`src/logic/trim_pkg.sv`:
```
// constants, register map and state codes for the bus timing trim block
package trim_pkg;
  // =====================================================
  // register map
  localparam logic [11:0] TRIM_CFG_ADDR = 12'h4fc;
  localparam logic [11:0] TRIM_STATUS_ADDR = 12'h4f8;
  localparam int CFG_WIDTH = 6;
  localparam logic [CFG_WIDTH-1:0] CFG_RESET = 6'h00;
  localparam int ACK_FLT_BIT = 0;
  localparam int STRB_REC_BIT = 1;
  localparam int RD_TERM_LSB = 2;
  localparam int RD_TERM_MSB = 3;
  localparam int POSTED_BIT = 4;
  localparam int PREFETCH_BIT = 5;
  localparam logic [1:0] RT_FULL = 2'h0;
  localparam logic [1:0] RT_SHORT = 2'h1;
  localparam logic [1:0] RT_NONE = 2'h2;
  // =====================================================
  // timing, clock period 20 ns
  localparam int CLK_NS = 20;
  localparam int T11_NS = 40;
  localparam int T11_TRIM_NS = 20;
  localparam int T27_NS = 25;
  localparam int T27_SHORT_NS = 20;
  localparam int T28_NS = 30;
  localparam int T28_TRIM_NS = 20;
  localparam logic [2:0] T11_CYC = 3'((T11_NS + CLK_NS - 1) / CLK_NS);
  localparam logic [2:0] T11_TRIM_CYC = 3'((T11_TRIM_NS + CLK_NS - 1) / CLK_NS);
  localparam logic [2:0] T27_CYC = 3'((T27_NS + CLK_NS - 1) / CLK_NS);
  localparam logic [2:0] T27_SHORT_CYC = 3'((T27_SHORT_NS + CLK_NS - 1) / CLK_NS);
  localparam logic [2:0] T28_CYC = 3'((T28_NS + CLK_NS - 1) / CLK_NS);
  localparam logic [2:0] T28_TRIM_CYC = 3'((T28_TRIM_NS + CLK_NS - 1) / CLK_NS);
  localparam logic [2:0] CNT_MAX = 3'h7;
  localparam int ACK_FULL_SAMPLES = 4;
  localparam int ACK_REDUCED_SAMPLES = 2;
  // =====================================================
  // master sequencer states
  typedef enum logic [2:0] {
    M_IDLE = 3'h0,
    M_RECOVER = 3'h1,
    M_STROBE = 3'h3,
    M_HOLD = 3'h2,
    M_DONE = 3'h6
  } mst_state_e;
endpackage

```
`src/logic/pin_qualifier.sv`:
```
// three-flop synchroniser followed by a consecutive-sample glitch filter
`timescale 1ns/1ps
module pin_qualifier
  import trim_pkg::*;
#(
  parameter int MAX_SAMPLES = ACK_FULL_SAMPLES,
  parameter int MIN_SAMPLES = ACK_REDUCED_SAMPLES
) (
  input wire logic clk_in,
  input wire logic rst_in,
  input wire logic pin_in,
  input wire logic reduce_in,
  output logic level_out
);
  logic s1_reg;
  logic s2_reg;
  logic s3_reg;
  logic [2:0] cnt_reg;
  logic [2:0] need;
  logic differs;
  logic flip;

  // s1 feeds s2 only; the filter looks at s2 and s3
  assign need = reduce_in ? 3'(MIN_SAMPLES) : 3'(MAX_SAMPLES);
  assign differs = (s2_reg == s3_reg) && (s3_reg != level_out);
  // compare with >= so a smaller need set mid-count cannot let the counter wrap
  assign flip = differs && (cnt_reg >= need - 3'h1);

  always_ff @(posedge clk_in) begin
    if (rst_in) begin
      s1_reg <= 1'b1;
      s2_reg <= 1'b1;
      s3_reg <= 1'b1;
      cnt_reg <= 3'h0;
      level_out <= 1'b1;
    end else begin
      s1_reg <= pin_in;
      s2_reg <= s1_reg;
      s3_reg <= s2_reg;
      cnt_reg <= (differs && !flip) ? cnt_reg + 3'h1 : 3'h0;
      if (flip) begin
        level_out <= s3_reg;
      end
    end
  end
endmodule

```
`src/logic/vme_timing_trim_control.sv`:
```
// bus master and slave strobe timing with software trims, apb config port
// =====================================================
// Notes on behaviour
// - acknowledge input needs four agreeing samples
// - reduced filter setting needs fewer samples
// - default: DS0 waits 40 ns both-strobes-high
// - recovery trim lets DS0 fall sooner
// - default read: latch/end 25 ns after acknowledge
// - read trim: shorter delay, or none
// - default slave: acknowledge 30 ns after strobe
// - posted-write trim allows earlier acknowledge
// - prefetch-read trim allows earlier acknowledge
// - all trims in one register at 0x4fc
`timescale 1ns/1ps
module vme_timing_trim_control
  import trim_pkg::*;
(
  input wire logic CLOCK_IN,
  input wire logic RST_IN,
  input wire logic PSEL_IN,
  input wire logic PENABLE_IN,
  input wire logic PWRITE_IN,
  input wire logic [11:0] PADDR_IN,
  input wire logic [31:0] PWDATA_IN,
  output logic [31:0] PRDATA_OUT,
  output logic PREADY_OUT,
  output logic PSLVERR_OUT,
  input wire logic DTACK_N_IN,
  input wire logic DS0_N_IN,
  input wire logic DS1_N_IN,
  input wire logic MST_REQ_IN,
  input wire logic MST_READ_IN,
  output logic DS0_N_OUT,
  output logic MST_TERMINATE_OUT,
  input wire logic SLV_ACK_REQ_IN,
  input wire logic SLV_POSTED_WR_IN,
  input wire logic SLV_PREFETCH_RD_IN,
  output logic SLV_DTACK_OE_N_OUT
);
  logic [CFG_WIDTH-1:0] timing_trim_config_reg;
  mst_state_e mst_state_reg;
  mst_state_e mst_state_next;
  logic [2:0] both_high_cnt_reg;
  logic [2:0] hold_cnt_reg;
  logic [2:0] hold_cnt_next;
  logic [2:0] slv_cnt_reg;
  logic term_next;
  logic dtack_q;
  logic ds0_q;
  logic ds1_q;

  // =====================================================
  // config fields
  wire ack_inactive_filter_sel = timing_trim_config_reg[ACK_FLT_BIT];
  wire master_strobe_recovery_trim = timing_trim_config_reg[STRB_REC_BIT];
  wire [1:0] master_read_term_trim = timing_trim_config_reg[RD_TERM_MSB:RD_TERM_LSB];
  wire slave_posted_write_ack_trim = timing_trim_config_reg[POSTED_BIT];
  wire slave_prefetch_read_ack_trim = timing_trim_config_reg[PREFETCH_BIT];

  // =====================================================
  // pin qualification
  pin_qualifier #(.MAX_SAMPLES(ACK_FULL_SAMPLES), .MIN_SAMPLES(ACK_REDUCED_SAMPLES)) u_dtack (
    .clk_in(CLOCK_IN),
    .rst_in(RST_IN),
    .pin_in(DTACK_N_IN),
    .reduce_in(ack_inactive_filter_sel),
    .level_out(dtack_q)
  );
  // strobes only need the synchroniser plus a short agreement
  pin_qualifier #(.MAX_SAMPLES(ACK_REDUCED_SAMPLES), .MIN_SAMPLES(ACK_REDUCED_SAMPLES)) u_ds0 (
    .clk_in(CLOCK_IN),
    .rst_in(RST_IN),
    .pin_in(DS0_N_IN),
    .reduce_in(1'b1),
    .level_out(ds0_q)
  );
  pin_qualifier #(.MAX_SAMPLES(ACK_REDUCED_SAMPLES), .MIN_SAMPLES(ACK_REDUCED_SAMPLES)) u_ds1 (
    .clk_in(CLOCK_IN),
    .rst_in(RST_IN),
    .pin_in(DS1_N_IN),
    .reduce_in(1'b1),
    .level_out(ds1_q)
  );

  // =====================================================
  // apb slave
  wire apb_setup = PSEL_IN & ~PENABLE_IN;
  wire apb_access = PSEL_IN & PENABLE_IN & PREADY_OUT;
  wire hit_cfg = (PADDR_IN == TRIM_CFG_ADDR);
  wire hit_status = (PADDR_IN == TRIM_STATUS_ADDR);
  wire cfg_write = apb_access & PWRITE_IN & hit_cfg;
  wire [31:0] status_word = {25'h0, mst_state_reg, SLV_DTACK_OE_N_OUT, ds1_q, ds0_q, dtack_q};
  wire [31:0] rd_mux = hit_cfg ? 32'(timing_trim_config_reg) : hit_status ? status_word : 32'h0;

  always_ff @(posedge CLOCK_IN) begin
    if (RST_IN) begin
      timing_trim_config_reg <= CFG_RESET;
      PREADY_OUT <= 1'b0;
      PSLVERR_OUT <= 1'b0;
      PRDATA_OUT <= 32'h0;
    end else begin
      PREADY_OUT <= apb_setup;
      PSLVERR_OUT <= apb_setup & ~(hit_cfg | hit_status);
      PRDATA_OUT <= apb_setup ? rd_mux : 32'h0;
      if (cfg_write) begin
        timing_trim_config_reg <= PWDATA_IN[CFG_WIDTH-1:0];
      end
    end
  end

  // =====================================================
  // master side
  wire both_high = ds0_q & ds1_q;
  wire [2:0] recover_need = master_strobe_recovery_trim ? T11_TRIM_CYC : T11_CYC;
  wire recovered = both_high && (both_high_cnt_reg >= recover_need);
  // reserved code 3 falls back to the full delay
  wire [2:0] term_need = (master_read_term_trim == RT_NONE) ? 3'h0 :
                         (master_read_term_trim == RT_SHORT) ? T27_SHORT_CYC : T27_CYC;
  wire ack_seen = ~dtack_q;

  always_comb begin
    mst_state_next = mst_state_reg;
    hold_cnt_next = 3'h0;
    term_next = 1'b0;
    unique case (mst_state_reg)
      M_IDLE: begin
        if (MST_REQ_IN) begin
          mst_state_next = M_RECOVER;
        end
      end
      M_RECOVER: begin
        if (!MST_REQ_IN) begin
          mst_state_next = M_IDLE;
        end else if (recovered) begin
          mst_state_next = M_STROBE;
        end
      end
      M_STROBE: begin
        if (!MST_REQ_IN) begin
          mst_state_next = M_DONE;
        end else if (ack_seen) begin
          if (MST_READ_IN && term_need != 3'h0) begin
            mst_state_next = M_HOLD;
            hold_cnt_next = 3'h1;
          end else begin
            mst_state_next = M_DONE;
            term_next = 1'b1;
          end
        end
      end
      M_HOLD: begin
        if (hold_cnt_reg >= term_need) begin
          mst_state_next = M_DONE;
          term_next = 1'b1;
        end else begin
          hold_cnt_next = hold_cnt_reg + 3'h1;
        end
      end
      M_DONE: begin
        if (!MST_REQ_IN) begin
          mst_state_next = M_IDLE;
        end
      end
      default: begin
        mst_state_next = M_IDLE;
      end
    endcase
  end

  always_ff @(posedge CLOCK_IN) begin
    if (RST_IN) begin
      mst_state_reg <= M_IDLE;
      hold_cnt_reg <= 3'h0;
      both_high_cnt_reg <= 3'h0;
      DS0_N_OUT <= 1'b1;
      MST_TERMINATE_OUT <= 1'b0;
    end else begin
      mst_state_reg <= mst_state_next;
      hold_cnt_reg <= hold_cnt_next;
      MST_TERMINATE_OUT <= term_next;
      DS0_N_OUT <= !(mst_state_next == M_STROBE || mst_state_next == M_HOLD);
      // saturating: only the threshold matters, not the full idle time
      if (!both_high) begin
        both_high_cnt_reg <= 3'h0;
      end else if (both_high_cnt_reg != CNT_MAX) begin
        both_high_cnt_reg <= both_high_cnt_reg + 3'h1;
      end
    end
  end

  // =====================================================
  // slave side
  wire ds_active = ~ds0_q | ~ds1_q;
  wire trimmed_ack = (SLV_POSTED_WR_IN & slave_posted_write_ack_trim) |
                     (SLV_PREFETCH_RD_IN & slave_prefetch_read_ack_trim);
  wire [2:0] ack_need = trimmed_ack ? T28_TRIM_CYC : T28_CYC;
  wire ack_ok = ds_active && SLV_ACK_REQ_IN && (slv_cnt_reg >= ack_need);

  always_ff @(posedge CLOCK_IN) begin
    if (RST_IN) begin
      slv_cnt_reg <= 3'h0;
      SLV_DTACK_OE_N_OUT <= 1'b1;
    end else begin
      SLV_DTACK_OE_N_OUT <= !ack_ok;
      if (!ds_active) begin
        slv_cnt_reg <= 3'h0;
      end else if (slv_cnt_reg != CNT_MAX) begin
        slv_cnt_reg <= slv_cnt_reg + 3'h1;
      end
    end
  end

  // =====================================================
  // checks
  property p_ack_full;
    @(posedge CLOCK_IN) disable iff (RST_IN)
      ($fell(dtack_q) && !ack_inactive_filter_sel) |->
        ($past(DTACK_N_IN, 3) == 1'b0 && $past(DTACK_N_IN, 7) == 1'b0);
  endproperty
  a_ack_full: assert property (p_ack_full) else $error("ack accepted too early");
  property p_ack_reduced;
    @(posedge CLOCK_IN) disable iff (RST_IN)
      (ack_inactive_filter_sel && !DTACK_N_IN)[*5] |=> !dtack_q;
  endproperty
  a_ack_reduced: assert property (p_ack_reduced) else $error("reduced filter slow");
  property p_recover_full;
    @(posedge CLOCK_IN) disable iff (RST_IN)
      ($fell(DS0_N_OUT) && !$past(master_strobe_recovery_trim)) |->
        $past(both_high_cnt_reg) >= T11_CYC;
  endproperty
  a_recover_full: assert property (p_recover_full) else $error("DS0 recovery short");
  property p_recover_trim;
    @(posedge CLOCK_IN) disable iff (RST_IN)
      (mst_state_reg == M_RECOVER && MST_REQ_IN && master_strobe_recovery_trim &&
       both_high && both_high_cnt_reg >= T11_TRIM_CYC) |=> !DS0_N_OUT;
  endproperty
  a_recover_trim: assert property (p_recover_trim) else $error("trimmed DS0 late");
  property p_read_full;
    @(posedge CLOCK_IN) disable iff (RST_IN)
      (MST_TERMINATE_OUT && MST_READ_IN && master_read_term_trim == RT_FULL) |->
        $past(hold_cnt_reg) >= T27_CYC;
  endproperty
  a_read_full: assert property (p_read_full) else $error("read ended too soon");
  property p_read_none;
    @(posedge CLOCK_IN) disable iff (RST_IN)
      (mst_state_reg == M_STROBE && MST_REQ_IN && ack_seen && MST_READ_IN &&
       master_read_term_trim == RT_NONE) |=> (MST_TERMINATE_OUT && DS0_N_OUT);
  endproperty
  a_read_none: assert property (p_read_none) else $error("no-delay read late");
  property p_slave_full;
    @(posedge CLOCK_IN) disable iff (RST_IN)
      ($fell(SLV_DTACK_OE_N_OUT) && !$past(trimmed_ack)) |-> $past(slv_cnt_reg) >= T28_CYC;
  endproperty
  a_slave_full: assert property (p_slave_full) else $error("slave ack too early");
  property p_slave_posted;
    @(posedge CLOCK_IN) disable iff (RST_IN)
      (ds_active && SLV_ACK_REQ_IN && SLV_POSTED_WR_IN && slave_posted_write_ack_trim &&
       slv_cnt_reg >= T28_TRIM_CYC) |=> !SLV_DTACK_OE_N_OUT;
  endproperty
  a_slave_posted: assert property (p_slave_posted) else $error("posted ack late");
  property p_slave_prefetch;
    @(posedge CLOCK_IN) disable iff (RST_IN)
      (ds_active && SLV_ACK_REQ_IN && SLV_PREFETCH_RD_IN && slave_prefetch_read_ack_trim &&
       slv_cnt_reg >= T28_TRIM_CYC) |=> !SLV_DTACK_OE_N_OUT;
  endproperty
  a_slave_prefetch: assert property (p_slave_prefetch) else $error("prefetch ack late");
  property p_cfg_write;
    @(posedge CLOCK_IN) disable iff (RST_IN)
      cfg_write |=> timing_trim_config_reg == $past(PWDATA_IN[CFG_WIDTH-1:0]);
  endproperty
  a_cfg_write: assert property (p_cfg_write) else $error("config write lost");
  property p_reset_cfg;
    @(posedge CLOCK_IN) RST_IN |=> timing_trim_config_reg == CFG_RESET;
  endproperty
  a_reset_cfg: assert property (p_reset_cfg) else $error("config not compliant after reset");
endmodule

```
`config.mk`:
```
export PLATFORM = sky130hd
export DESIGN_NAME = vme_timing_trim_control
export DESIGN_NICKNAME = d
export VERILOG_FILES = /design/src/logic/trim_pkg.sv /design/src/logic/pin_qualifier.sv /design/src/logic/vme_timing_trim_control.sv
export SDC_FILE = /design/constraint.sdc
export NUM_CORES = 1
export LEC_CHECK = 0
export BUFFER_PORTS_ARGS = -buffer_cell sky130_fd_sc_hd__buf_2
export CAP_MARGIN = 20
export CORE_MARGIN = 8
export CORE_UTILIZATION = 49
export CTS_CLUSTER_SIZE = 20
export DETAILED_ROUTE_END_ITERATION = 10
export GPL_TIMING_DRIVEN = 1
export PLACE_DENSITY = 0.91
export SLEW_MARGIN = 20
export SYNTH_ARGS = -nofsm -noshare
export SYNTH_HDL_FRONTEND = slang
export SYNTH_SLANG_ARGS = --single-unit
```
`constraint.sdc`:
```
create_clock -name CLOCK_IN -period 2.7 [get_ports CLOCK_IN]
set_input_delay 0.54 -clock CLOCK_IN [delete_from_list [all_inputs] [get_ports CLOCK_IN]]
set_output_delay 0.54 -clock CLOCK_IN [all_outputs]
set_load 0.05 [all_outputs]
```
==> impl_metrics.env <==
export IMPL_status="finished clean"
export IMPL_crit_top_cell="ha_1"
export IMPL_cpPeakStageDelay_ns=0.45
export IMPL_wl_um=4560
export IMPL_syn2layout_area_growth_pct=10.2
export IMPL_setup_tns_ns=0
export IMPL_rr_endpoint="DS0_N_OUT$_SDFF_PP1_"
export IMPL_required_ns=2.88
export IMPL_grt_overflow_total=0
export IMPL_endpoint="DS0_N_OUT$_SDFF_PP1_"
export IMPL_nNetsFinal=369
export IMPL_rsz0062_at_grt="no"
export IMPL_critPathLaunch="timing_trim_config_reg[3]$_SDFFE_PP0P_"
export IMPL_cts_setup_buffers=0
export IMPL_worstPathMaxFanout=4
export IMPL_post_route_period_util_pct=77.0
export IMPL_io_pin_count=94
export IMPL_clock_skew_ns=0.00535
export IMPL_hold_violations=0
export IMPL_yosysWarningCount=0
export IMPL_grt_usage_pct=12.3
export IMPL_clk_latency_ns=0.30
export IMPL_rows=25
export IMPL_synth_largest_area_cell="dfxtp_1"
export IMPL_ys_seq_elements=51
export IMPL_rr_startpoint="timing_trim_config_reg[3]$_SDFFE_PP0P_"
export IMPL_max_cap_violations=0
export IMPL_tightest_slew_ns=0.491
export IMPL_grt_max_degree=36
export IMPL_yosysSeqAreaShare_pct=41.8
export IMPL_dpl_hpwl_um=3590
export IMPL_cts_buffers=5
export IMPL_cp_cell_sequence="inv_1 > ha_1 > ha_1 > nand2b_1 > a211o_1 > o311ai_0 > o211ai_1"
export IMPL_setup_viol=0
export IMPL_whs_ns=0.414
export IMPL_largest_reg_flops=7
export IMPL_cp_slowest_cell="o311ai_0"
export IMPL_max_freq_mhz=481
export IMPL_end_kind="flip-flop"
export IMPL_place_area_um2=2610
export IMPL_grt_pass1_vias=1798
export IMPL_ctsHoldBuffers=0
export IMPL_clock_sinks=51
export IMPL_cts_resized=0
export IMPL_syn_inst=251
export IMPL_wl_per_cell_um=12.6
export IMPL_dieArea_um2=7490
export IMPL_syn_avg_cell_area_um2=9.72
export IMPL_drc=0
export IMPL_yosysTopAreaCellShare_pct=41.8
export IMPL_antenna_found_initial=0
export IMPL_synth_edf_count=0
export IMPL_die_w_um=86.6
export IMPL_cts_path_max_buffers=2
export IMPL_power_leakage_nw=1.28
export IMPL_ir_drop_uv=232
export IMPL_final_layout_size_suffix_gt1_share_pct=21.1
export IMPL_rr_worst_depth=7
export IMPL_place_gp_congestion=0.722
export IMPL_cts_tree="done"
export IMPL_htree_levels=2
export IMPL_startpoint_type="flip-flop"
export IMPL_drt_iter0_drc=85
export IMPL_drv_slew=0
export IMPL_critPathArrivalTime_ns=2.25
export IMPL_die_h_um=86.6
export IMPL_reg2reg_slack_ns=0.62
export IMPL_power_density_nw_per_um2=501
export IMPL_postLayoutCellArea_um2=2690
export IMPL_worstHoldPathType="flip-flop to flip-flop"
export IMPL_diodes=0
export IMPL_clk_pin_slew_worst_paths_ns=0.08
export IMPL_synth_distinct_cells=43
export IMPL_netlist_area_um2=2440
export IMPL_min_from="u_ds1.s1_reg$_SDFF_PP1_"
export IMPL_path_class="flip-flop to flip-flop"
export IMPL_antenna_left=0
export IMPL_num_vias=1751
export IMPL_port_buffers=42
export IMPL_final_util_pct=56.5
export IMPL_synthArstFlopShare_pct=0
export IMPL_period_needed_ns=2.08
export IMPL_synth_top_flop_cell="dfxtp_1"
export IMPL_initial_core_util_pct=51.3
export IMPL_slew_headroom_pct=66.9
export IMPL_clockRootBuffer="clkbuf_8"
export IMPL_vias_per_cell=4.85
export IMPL_design_core_area_um2=4750
export IMPL_grt_pass1_wl_um=7550
export IMPL_yosys_top_cells_area="dfxtp_1 42%, ha_1 9.7%, buf_4 7.7%, mux2i_1 6.6%, nand2b_1 5.1%"
export IMPL_first_pass_iters=4
-- power breakdown --
| part | total (W) | switching (W) | internal (W) |
|---|---|---|---|
| Sequential | 0.000776 | 0.0000110 | 0.000765 |
| Clock | 0.000410 | 0.000228 | 0.000182 |
| Combinational | 0.000161 | 0.000116 | 0.0000451 |
| Total | 0.00135 | 0.000355 | 0.000992 |
-- stage by stage --
stage | instances | power (W) | setup slack (ns)
floorplan | 275 | 0.000948 | 0.853
global placement | 353 | 0.000948 | 0.656
detailed placement | 353 | 0.000954 | 0.611
CTS | 361 | 0.00136 | 0.611
global route | 361 | 0.00141 | 0.451
finish | 361 | 0.00135 | 0.621
-- worst min path at each step --
stage | end | slack [ns] | cells after the start
finish | u_ds1.s2_reg$_SDFF_PP1_ | 0.41 | 1
floorplan | u_ds0.s2_reg$_SDFF_PP1_ | 0.39 | 1
detailed placement | u_ds1.s2_reg$_SDFF_PP1_ | 0.40 | 1
CTS | u_ds1.s1_reg$_SDFF_PP1_ | 0.40 | 2
global route | u_dtack.s1_reg$_SDFF_PP1_ | 0.41 | 2
global placement | u_ds1.s2_reg$_SDFF_PP1_ | 0.39 | 1
-- cells by family after synthesis --
group,Yosys count,synth area share (%)
AO/OA/AOI/OAI,27,7.59
XOR/XNOR,5,1.80
adder cells (fa/ha/maj),19,9.74
buffers and inverters,43,10.8
flip-flops,51,41.8
multiplexers,16,6.56
other,1,0.154
AND/OR/NAND/NOR,89,21.5
-- cells in the final DEF (no fill, tap or decap), types with 2 or more instances in the layout --
cell type,instances
dfxtp_1,51
buf_2,42
conb_1,25
nor2_1,24
nand2b_1,20
ha_1,19
mux2i_1,16
inv_1,12
or2_2,9
a21oi_1,8
nand2_1,6
nor3b_1,5
clkbuf_8,5
nor3_1,4
o21a_1,4
and3_1,3
a211o_1,3
o21ai_0,3
nor2b_1,3
o21bai_1,3
xnor2_1,3
and3b_1,2
xor2_1,2
or3_1,2
clkbuf_1,2
-- critical path, delay by kind of cell, from the launching register on --
| family | cells | cell delay, ns |
|---|---|---|
| AOI/OAI and AO/OA | 3 | 0.91 |
| adders and majority gates | 2 | 0.44 |
| buffers and inverters | 1 | 0.06 |
| and+or+nand+nor | 1 | 0.14 |
| DFF | 1 | 0.40 |
-- layer usage --
metal | global-route usage, % | vias to the layer above | part of all wire [%]
li1 | - | 877 | -
met1 | 12.4 | 807 | 40
met2 | 21.9 | 58 | 48
met3 | 4.73 | 9 | 9.5
met4 | 5.16 | 0 | 2.0
met5 | 0 | - | 0
-- layout make-up --
cell class | instances | area (um2)
repair buffers | 42 | 210
inverters | 12 | 45.0
well taps | 67 | 83.8
flip-flops and latches | 51 | 1020
multi-input cells | 181 | 1250
clock buffers | 7 | 76.3
clock inverters | 1 | 5.00
fillers | 427 | 2070
-- cells in the mapped netlist, types with 2 or more instances --
library cell / instances
dfxtp_1: 51
buf_4: 25
nor2_1: 24
nand2b_1: 20
ha_1: 19
mux2i_1: 16
inv_1: 12
or2_2: 9
a21oi_1: 8
nand2_1: 6
nor3b_1: 5
clkbuf_1: 4
nor3_1: 4
o21a_1: 4
a211o_1: 3
and3_1: 3
nor2b_1: 3
o21ai_0: 3
o21bai_1: 3
xnor2_1: 3
and3b_1: 2
or3_1: 2
xor2_1: 2
(Power assumes the default switching activity.)
